<file path="src/rtl/scg_pkg.sv">
/*
  Package for the sleep-mode clock gating block: register offsets, field
  positions, reset values and power-mode codes.
  Assumes a 32-bit APB register bus with 12-bit byte addresses.
*/
package scg_pkg;

  // ----------------------------------------------------------------
  // Register byte offsets
  // ----------------------------------------------------------------
  localparam logic [11:0] OFS_SLEEP_CLOCK_GATE_1 = 12'h114;
  localparam logic [11:0] OFS_FAULT_STATUS       = 12'h118;
  localparam logic [11:0] OFS_FAULT_MASK         = 12'h11c;
  localparam logic [11:0] OFS_GATE_ACTIVE        = 12'h120;

  // ----------------------------------------------------------------
  // Field positions of the gating layout
  // ----------------------------------------------------------------
  localparam int BIT_COMPARATOR_A_GATE    = 24;
  localparam int BIT_TIMER_MODULE_C_GATE  = 18;
  localparam int BIT_TIMER_MODULE_B_GATE  = 17;
  localparam int BIT_TIMER_MODULE_A_GATE  = 16;
  localparam int BIT_TWO_WIRE_PORT_GATE   = 12;
  localparam int BIT_SYNC_SERIAL_PORT_GATE = 4;
  localparam int BIT_ASYNC_SERIAL_B_GATE  = 1;
  localparam int BIT_ASYNC_SERIAL_A_GATE  = 0;

  // Implemented bits; every other position is reserved and reads zero
  localparam logic [31:0] GATE_IMPL_MASK = 32'h0107_1013;

  // ----------------------------------------------------------------
  // Reset values
  // ----------------------------------------------------------------
  localparam logic [31:0] RST_SLEEP_CLOCK_GATE_1 = 32'h0000_0000;
  localparam logic [31:0] RST_FAULT_STATUS       = 32'h0000_0000;
  localparam logic [31:0] RST_FAULT_MASK         = 32'h0000_0000;

  // ----------------------------------------------------------------
  // Power-mode codes
  // ----------------------------------------------------------------
  localparam logic [1:0] MODE_RUN        = 2'h0;
  localparam logic [1:0] MODE_SLEEP      = 2'h1;
  localparam logic [1:0] MODE_DEEP_SLEEP = 2'h2;

endpackage

</file>
<file path="src/rtl/scg_gate_ctrl.sv">
/*
  Sleep-mode clock gating register with APB slave, unit clock enables,
  gated-access fault detection and a fault interrupt.
  Assumes one 100 MHz clock, run and deep-sleep sets supplied from outside.
*/
// Design decision made here: the APB register port.
`timescale 1ns/100ps
module scg_gate_ctrl (
  // Clock and reset
  input  wire logic        mclk,
  input  wire logic        rst,
  // APB slave
  input  wire logic        psel,
  input  wire logic        penable,
  input  wire logic        pwrite,
  input  wire logic [11:0] paddr,
  input  wire logic [31:0] pwdata,
  output logic      [31:0] prdata,
  output logic             pready,
  output logic             pslverr,
  // Power mode and other gating sets
  input  wire logic [1:0]  power_mode,
  input  wire logic        auto_gating_enable,
  input  wire logic [31:0] run_clock_gate_1,
  input  wire logic [31:0] deep_sleep_clock_gate_1,
  // Unit side
  input  wire logic [31:0] unit_access,
  output logic      [31:0] unit_clk_en,
  output logic      [31:0] unit_fault,
  // Interrupt
  output logic             irq
);

  // ----------------------------------------------------------------
  // State
  // ----------------------------------------------------------------
  typedef struct packed {
    logic [31:0] sleep_gate;
    logic [31:0] stat;
    logic [31:0] mask;
    logic [31:0] gate_en;
    logic [31:0] fault;
    logic [31:0] prdata;
    logic        pready;
    logic        pslverr;
    logic        irq;
  } scg_state_t;

  localparam scg_state_t STATE_RST = '{
    sleep_gate : scg_pkg::RST_SLEEP_CLOCK_GATE_1,
    stat       : scg_pkg::RST_FAULT_STATUS,
    mask       : scg_pkg::RST_FAULT_MASK,
    gate_en    : 32'h0000_0000,
    fault      : 32'h0000_0000,
    prdata     : 32'h0000_0000,
    pready     : 1'b0,
    pslverr    : 1'b0,
    irq        : 1'b0
  };

  scg_state_t  st_ff;
  scg_state_t  nxt_st;
  logic [31:0] gate_sel;
  logic        setup;
  logic        done;

  // Implemented bits rebuilt from the field positions, so the package mask is cross-checked
  localparam logic [31:0] IMPL_BITS = (32'h0000_0001 << scg_pkg::BIT_COMPARATOR_A_GATE)
                                    | (32'h0000_0001 << scg_pkg::BIT_TIMER_MODULE_C_GATE)
                                    | (32'h0000_0001 << scg_pkg::BIT_TIMER_MODULE_B_GATE)
                                    | (32'h0000_0001 << scg_pkg::BIT_TIMER_MODULE_A_GATE)
                                    | (32'h0000_0001 << scg_pkg::BIT_TWO_WIRE_PORT_GATE)
                                    | (32'h0000_0001 << scg_pkg::BIT_SYNC_SERIAL_PORT_GATE)
                                    | (32'h0000_0001 << scg_pkg::BIT_ASYNC_SERIAL_B_GATE)
                                    | (32'h0000_0001 << scg_pkg::BIT_ASYNC_SERIAL_A_GATE);

  // ----------------------------------------------------------------
  // Gating set selection
  // ----------------------------------------------------------------
  scg_gate_sel u_sel (
    .power_mode              (power_mode),
    .auto_gating_enable      (auto_gating_enable),
    .run_clock_gate_1        (run_clock_gate_1),
    .sleep_clock_gate_1      (st_ff.sleep_gate),
    .deep_sleep_clock_gate_1 (deep_sleep_clock_gate_1),
    .gate_sel                (gate_sel)
  );

  assign setup = psel && !penable;
  assign done  = psel && penable && st_ff.pready;

  // ----------------------------------------------------------------
  // Next state
  // ----------------------------------------------------------------
  always_comb begin
    nxt_st        = st_ff;
    nxt_st.pready = setup;
    // Read data and error are fixed in the setup cycle, so the slave never waits
    if (setup) begin
      nxt_st.pslverr = 1'b0;
      nxt_st.prdata  = 32'h0000_0000;
      unique case (paddr)
        scg_pkg::OFS_SLEEP_CLOCK_GATE_1: nxt_st.prdata = st_ff.sleep_gate;
        scg_pkg::OFS_FAULT_STATUS:       nxt_st.prdata = st_ff.stat;
        scg_pkg::OFS_FAULT_MASK:         nxt_st.prdata = st_ff.mask;
        scg_pkg::OFS_GATE_ACTIVE:        nxt_st.prdata = st_ff.gate_en;
        default:                         nxt_st.pslverr = 1'b1;
      endcase
    end
    if (done && pwrite && !st_ff.pslverr) begin
      if (paddr == scg_pkg::OFS_SLEEP_CLOCK_GATE_1) begin
        nxt_st.sleep_gate = pwdata & scg_pkg::GATE_IMPL_MASK;
      end
      if (paddr == scg_pkg::OFS_FAULT_MASK) begin
        nxt_st.mask = pwdata & scg_pkg::GATE_IMPL_MASK;
      end
    end
    // Clear only what was returned, so a fault landing mid-read is kept
    if (done && !pwrite && paddr == scg_pkg::OFS_FAULT_STATUS) begin
      nxt_st.stat = st_ff.stat & ~st_ff.prdata;
    end
    nxt_st.gate_en = gate_sel;
    nxt_st.fault   = unit_access & ~st_ff.gate_en & scg_pkg::GATE_IMPL_MASK;
    // Set wins over the read clear
    nxt_st.stat    = nxt_st.stat | nxt_st.fault;
    nxt_st.irq     = |(nxt_st.stat & nxt_st.mask);
  end

  always_ff @(posedge mclk or posedge rst) begin
    if (rst) begin
      st_ff <= STATE_RST;
    end else begin
      st_ff <= nxt_st;
    end
  end

  // ----------------------------------------------------------------
  // Outputs
  // ----------------------------------------------------------------
  assign prdata      = st_ff.prdata;
  assign pready      = st_ff.pready;
  assign pslverr     = st_ff.pslverr;
  assign unit_clk_en = st_ff.gate_en;
  assign unit_fault  = st_ff.fault;
  assign irq         = st_ff.irq;

  // ----------------------------------------------------------------
  // Checks
  // ----------------------------------------------------------------
  AST_RESET_CLEAR:
  assert property (@(posedge mclk) disable iff (rst)
    $past(rst) |-> (st_ff.sleep_gate == 32'h0000_0000 && unit_clk_en == 32'h0000_0000))
    else $error("Sleep gating not clear after reset");

  AST_RESERVED_ZERO:
  assert property (@(posedge mclk) disable iff (rst)
    ((st_ff.sleep_gate | unit_clk_en) & ~scg_pkg::GATE_IMPL_MASK) == 32'h0000_0000)
    else $error("Reserved gating bit set");

  AST_FIELD_WRITE:
  assert property (@(posedge mclk) disable iff (rst)
    (done && pwrite && !pslverr && paddr == scg_pkg::OFS_SLEEP_CLOCK_GATE_1)
      |=> st_ff.sleep_gate == ($past(pwdata) & IMPL_BITS))
    else $error("Sleep gating write not stored in documented bits");

  AST_SLEEP_SET:
  assert property (@(posedge mclk) disable iff (rst)
    (power_mode == scg_pkg::MODE_SLEEP && auto_gating_enable)
      |=> unit_clk_en == $past(st_ff.sleep_gate))
    else $error("Sleep set not applied in sleep mode");

  AST_DEEP_SET:
  assert property (@(posedge mclk) disable iff (rst)
    (power_mode == scg_pkg::MODE_DEEP_SLEEP && auto_gating_enable)
      |=> unit_clk_en == ($past(deep_sleep_clock_gate_1) & scg_pkg::GATE_IMPL_MASK))
    else $error("Deep-sleep set not applied");

  AST_NO_AUTO:
  assert property (@(posedge mclk) disable iff (rst)
    !auto_gating_enable
      |=> unit_clk_en == ($past(run_clock_gate_1) & scg_pkg::GATE_IMPL_MASK))
    else $error("Run set not applied without automatic gating");

  AST_GATED_FAULT:
  assert property (@(posedge mclk) disable iff (rst)
    1'b1 |=> unit_fault == ($past(unit_access) & ~$past(unit_clk_en)
                            & scg_pkg::GATE_IMPL_MASK))
    else $error("Fault does not match gated access");

  AST_FAULT_STICKY:
  assert property (@(posedge mclk) disable iff (rst)
    (unit_fault != 32'h0000_0000) |-> ((st_ff.stat & unit_fault) == unit_fault))
    else $error("Fault not recorded in status");

  AST_IRQ_LEVEL:
  assert property (@(posedge mclk) disable iff (rst)
    irq == |(st_ff.stat & st_ff.mask))
    else $error("Interrupt does not follow masked status");

  AST_ONE_WAIT:
  assert property (@(posedge mclk) disable iff (rst)
    (psel && !penable) |=> (pready ##1 !pready))
    else $error("APB answer not one cycle after setup");

  AST_SPARE_MODE_RUN:
  assert property (@(posedge mclk) disable iff (rst)
    (power_mode == 2'h3)
      |=> unit_clk_en == ($past(run_clock_gate_1) & scg_pkg::GATE_IMPL_MASK))
    else $error("Spare mode code did not fall back to the run set");

  AST_GATE_HOLD:
  assert property (@(posedge mclk) disable iff (rst)
    !(done && pwrite && paddr == scg_pkg::OFS_SLEEP_CLOCK_GATE_1)
      |=> $stable(st_ff.sleep_gate))
    else $error("Sleep gating changed without a write");

  AST_STATUS_CLEAR:
  assert property (@(posedge mclk) disable iff (rst)
    (done && !pwrite && paddr == scg_pkg::OFS_FAULT_STATUS)
      |=> st_ff.stat == (($past(st_ff.stat) & ~$past(prdata)) | unit_fault))
    else $error("Status read did not clear the returned bits");

  AST_ERR_NO_DATA:
  assert property (@(posedge mclk) disable iff (rst)
    (pready && pslverr) |-> prdata == 32'h0000_0000)
    else $error("Refused access returned data");

endmodule

</file>
<file path="src/rtl/scg_gate_sel.sv">
/*
  Gating-set selector: picks run, sleep or deep-sleep enables by power mode.
  Assumes all inputs synchronous to one clock; purely combinational.
*/
`timescale 1ns/100ps
module scg_gate_sel (
  // Mode control
  input  wire logic [1:0]  power_mode,
  input  wire logic        auto_gating_enable,
  // Gating sets
  input  wire logic [31:0] run_clock_gate_1,
  input  wire logic [31:0] sleep_clock_gate_1,
  input  wire logic [31:0] deep_sleep_clock_gate_1,
  // Selected set
  output logic      [31:0] gate_sel
);

  // ----------------------------------------------------------------
  // Selection
  // ----------------------------------------------------------------
  // Without automatic gating the run set holds in every mode
  always_comb begin
    gate_sel = run_clock_gate_1;
    if (auto_gating_enable) begin
      if (power_mode == scg_pkg::MODE_SLEEP) begin
        gate_sel = sleep_clock_gate_1;
      end else if (power_mode == scg_pkg::MODE_DEEP_SLEEP) begin
        gate_sel = deep_sleep_clock_gate_1;
      end
    end
    gate_sel = gate_sel & scg_pkg::GATE_IMPL_MASK;
  end

endmodule

</file>
<file path="config.mk">
export PLATFORM = sky130hd
export DESIGN_NAME = scg_gate_ctrl
export DESIGN_NICKNAME = d
export VERILOG_FILES = /design/src/rtl/scg_pkg.sv /design/src/rtl/scg_gate_ctrl.sv /design/src/rtl/scg_gate_sel.sv
export SDC_FILE = /design/constraint.sdc
export NUM_CORES = 1
export LEC_CHECK = 0
export BUFFER_PORTS_ARGS = -buffer_cell sky130_fd_sc_hd__clkbuf_2
export CORE_MARGIN = 2
export CORE_UTILIZATION = 25
export CTS_CLUSTER_DIAMETER = 40
export DETAILED_ROUTE_END_ITERATION = 10
export GPL_TIMING_DRIVEN = 0
export PLACE_DENSITY = 0.58
export SYNTH_ARGS = -nofsm -noshare
export SYNTH_HDL_FRONTEND = slang
export SYNTH_SLANG_ARGS = --single-unit
</file>
<file path="constraint.sdc">
create_clock -name mclk -period 10.7 [get_ports mclk]
set_clock_uncertainty 0.1 [all_clocks]
set_input_delay 1.605 -clock mclk [delete_from_list [all_inputs] [get_ports mclk]]
set_output_delay 1.605 -clock mclk [all_outputs]
set_load 0.03 [all_outputs]
</file>
# == Yosys cells after proc, flatten, opt, wreduce, memory -nomap -nowiden ==
# Index checks and enable logic that the tools add are counted.
# classes
n_eq_ne,6
mux,8
n_bitwise,6
n_reduce_logical,13
# op_table
operator,n
$pmux W32 S4,1
$mux W32,3
$mux W25,3
$and A32 B32 Y32,2
$eq A12 B9 Y1 const B,4
$not A32 Y32,1
$or A32 B25 Y32,1
$reduce_or A32 Y1,1
$and A25 B25 Y25,1
$not A25 Y25,1
$logic_and A1 B1 Y1,7
$reduce_or A4 Y1,1
$logic_not A1 Y1,3
$eq A2 B1 Y1 const B,1
$eq A2 B2 Y1 const B,1
$reduce_and A2 Y1,1
$mux W1,1
# totals
register_bits,123
input_bits,148
out_inout_bits,99
elab_cells,42

# == Logic depth before layout (Yosys ltp) ==
# logic_depth
depth_word,8
ltp_mapped,10
mapped_depth_nobuf,7

# == Cells and area by module ==
# From an unflattened synthesis, not the netlist that was laid out.
# unflattened
hier_cells,658
area_unflattened_um2,6984.2
# modules_own_cells
mod,n_inst,cells_per_inst,area_each_um2,seq_area_each_um2
scg_gate_ctrl,1,584,6456.2,3678.5
scg_gate_sel,1,74,528.0,0.0

# == Worst setup path after synthesis ==
# OpenSTA, ideal clock, no wires.
# synth_timing
kind,input to register
startpoint,input paddr[1]
endpoint,register st_ff (netlist bit irq)
setup_ns,0.140
arrival_time_ns,3.724
required_ns,10.460
setup_slack_ns,6.736
path_stages,8
n_path_buf,1
path_cell_list,nor4_4 nand4b_2 or4_1 buf_6 mux2_4 a221o_1 nor4_1 nand4_1
# synth_rtl
element,line,rtl
"start, declared",scg_gate_ctrl.sv:16,"input wire logic [11:0] paddr,"
"end signal, assigned",scg_gate_ctrl.sv:133,st_ff <= nxt_st;
"end, declared",scg_gate_ctrl.sv:61,scg_state_t st_ff;

# == Worst setup path after layout ==
# layout_timing
startpoint,input paddr[1]
endpoint,register st_ff[181] (netlist name)
# layout_via
elab_chain_cells,2
# layout_lines
element,line,rtl
$eq A12 B9 Y1,scg_gate_ctrl.sv:111,if (paddr == scg_pkg::OFS_SLEEP_CLOCK_GATE_1) begin
$reduce_and A2 Y1 (no line),--,
# Every way passes these cells.
# A chain may end at the register's enable or synchronous reset.

==> results_dict.tcl <==
set metrics [dict create \
    grt_pass1_vias 4261 \
    max-vdd-ir-drop_v 0.0000899 \
    worstMarginPinSlew_ns 1.36 \
    place_area_um2 6810 \
    synth_cell_types 36 \
    yosysWarningCount 0 \
    crit_required_ns 10.89 \
    drv_slew 0 \
    p_leak_nw 3.68 \
    grt_pass1_wl_mm 23.4 \
    yosys-top-cells-area "dfrtp_1, buf_4, and2_1" \
    period_needed_ns 4.29 \
    postCtsHoldBufs 0 \
    clk_latency_ns 0.41 \
    io_pins 247 \
    start_kind "input pin" \
    place_hpwl_mm 10.5 \
    vias_per_cell 4.30 \
    synthCells 533 \
    cp-end-kind "flop" \
    synth_ff_type "dfrtp_1" \
    wl_per_cell_um 14.7 \
    yosys_register_bits 123 \
    ant_nets 0 \
    cap_violations 0 \
    die_area_um2 24200 \
    final_cells 998 \
    cts_root_buf "clkbuf_16" \
    wl_mm 14.7 \
    cts_setup_buffers 0 \
    drive_gt1_frac 0.346 \
    fp-row-count 55 \
    async_flop_share 1.00 \
    fp.dieW_um 155 \
    fin_area_um2 7370 \
    hold_viol_final 0 \
    setup_viol 0 \
    synth.top_cell.area_share 0.537 \
    crit_arrival_ns 4.48 \
    status "completed" \
    cts_sinks 123 \
    clock.fmax_mhz 233 \
    cts.htree.levels 4 \
    gp_congestion 0.773 \
    holdWs_ns 0.372 \
    vias 4288 \
    yosysTopAreaCell "dfrtp_1" \
    fp.dieH_um 155 \
    final_nets 849 \
    criticalPathCategory "in -> reg" \
    core_area_um2 22600 \
    power_density_nw_per_um2 151 \
    syn_avg_cell_area_um2 10.8 \
    relSlewSlack 0.0915 \
    grt-ovfl-total 0 \
    ctsResizeCount 0 \
    cts_tree "done" \
    drc 0 \
    hold_class "reg -> reg" \
    finalPower_mw 1.12 \
    min_period_over_period 0.401 \
    initial_core_util 0.254 \
    drt_iter0_markers 356 \
    antenna_found_initial 0 \
    cts_buffer_depth 2 \
    setup-tns-final_ns 0 \
    clk_pin_slew_ns 0.05 \
    drtPass1Iterations 7 \
    synth-edff-count 0 \
    ys_seq_area_frac 0.537 \
    grt_max_degree 95 \
    rsz0062_at_grt "no" \
    syn_area_um2 5730 \
    areaGrowthSynthToFinish_pct 28.6 \
    place_inst 967 \
    cts-buffers-inserted 17 \
    worstPathMaxFanout 9 \
    io_buffers 101 \
    diodes 0 \
    grt_usage 0.125 \
]
synth_stat cells (2+ instances only):
master,count
nand2_1,59
mux2_2,15
a21boi_0,11
and2_1,37
a21oi_1,16
a21o_1,16
nand2b_1,4
inv_1,2
a222oi_1,9
nor4bb_1,2
and4_1,4
nand4_1,16
dfrtp_1,123
nor2_1,12
o22ai_1,8
buf_4,96
clkbuf_1,24
nor2b_1,8
o21ai_0,24
a22oi_1,29
nor3b_1,3
report_power, final:
part / total, mW / internal (mW) / switching [mW] / leakage [nW]
sequential: 0.474 / 0.471 / 0.00340 / 1.64
clock: 0.548 / 0.352 / 0.196 / 0.281
combinational: 0.0943 / 0.0338 / 0.0605 / 1.75
total: 1.12 / 0.856 / 0.260 / 3.68
logic make-up (layout without fill, tap and decap cells):
| group | Yosys count | count (layout) | synth area share |
|---|---|---|---|
| DFF | 123 | 123 | 0.537 |
| buffers and inverters | 123 | 256 | 0.145 |
| AOI/OAI and AO/OA | 118 | 118 | 0.139 |
| muxes | 16 | 16 | 0.0321 |
| and+or+nand+nor | 152 | 152 | 0.146 |
| other | 1 | 48 | 0.000654 |
registers in the layout, summed over array words and instances (netlist names):
register / flops
st_ff: 72
unit_clk_en: 8
pready: 1
unit_fault: 8
prdata: 32
irq: 1
pslverr: 1
stage by stage:
step / util / worst slack, ns
2_1_floorplan: - / 5.72
3_3_place_gp: 0.300 / 4.19
3_5_place_dp: 0.301 / 5.92
4_1_cts: 0.326 / 6.32
5_1_grt: 0.327 / 6.21
6_report: 0.327 / 6.41
area by class of cell:
| cell class | count | area, um2 |
|---|---|---|
| Buffer | 121 | 822 |
| Clock buffer | 23 | 468 |
| Tap cell | 285 | 357 |
| Clock inverter | 8 | 93.8 |
| Fill cell | 2302 | 15200 |
| Timing Repair Buffer | 102 | 533 |
| Sequential cell | 123 | 3080 |
| Inverter | 2 | 12.5 |
| Multi-Input combinational cell | 334 | 2010 |
critical path, cell delays in order:
cell	delay, ns
clkbuf_2	0.10
nor4_4	0.33
nand4b_2	0.23
nor3b_1	1.13
nand2_1	0.63
mux2_2	0.46
placed cells by master (no fill, tap or decap), drive strengths merged, types with 2 or more instances in the layout:
| cell | n |
|---|---|
| a21oi | 16 |
| buf | 98 |
| o22ai | 8 |
| o21ai | 25 |
| and4 | 4 |
| nor4bb | 2 |
| conb | 48 |
| nor2 | 12 |
| mux2 | 16 |
| nand2b | 4 |
| bufinv | 2 |
| a222oi | 9 |
| inv | 2 |
| nor3b | 3 |
| and2 | 37 |
| nand2 | 59 |
| nor2b | 8 |
| a21o | 16 |
| clkbuf | 148 |
| clkinv | 6 |
| nor4 | 2 |
| nand4 | 16 |
| a21boi | 12 |
| dfrtp | 123 |
| a22oi | 29 |
routing by layer:
metal | up-vias | part of all wire | global-route usage
met4 | 0 | 0.017 | 0.0467
met3 | 15 | 0.060 | 0.0337
met2 | 128 | 0.47 | 0.191
met5 | - | 0 | 0
li1 | 2067 | - | -
met1 | 2078 | 0.46 | 0.169
path summary, 6_finish.rpt:
| kind | startpoint | to | slack, ns | depth (start not counted) |
|---|---|---|---|---|
| setup / recovery | paddr[1] | st_ff[181] | 6.41 | 6 |
| hold / removal | unit_clk_en[1] | unit_fault[1] | 0.37 | 1 |
| setup reg to reg | pready | irq | 7.71 | 10 |
| hold reg to reg | unit_clk_en[1] | unit_fault[1] | 0.37 | 1 |
| max in group asynchronous | rst | st_ff[179] | 8.70 | 3 |
| min in group asynchronous | rst | unit_fault[4] | 1.06 | 2 |
Power figures use the tool's default switching activity.
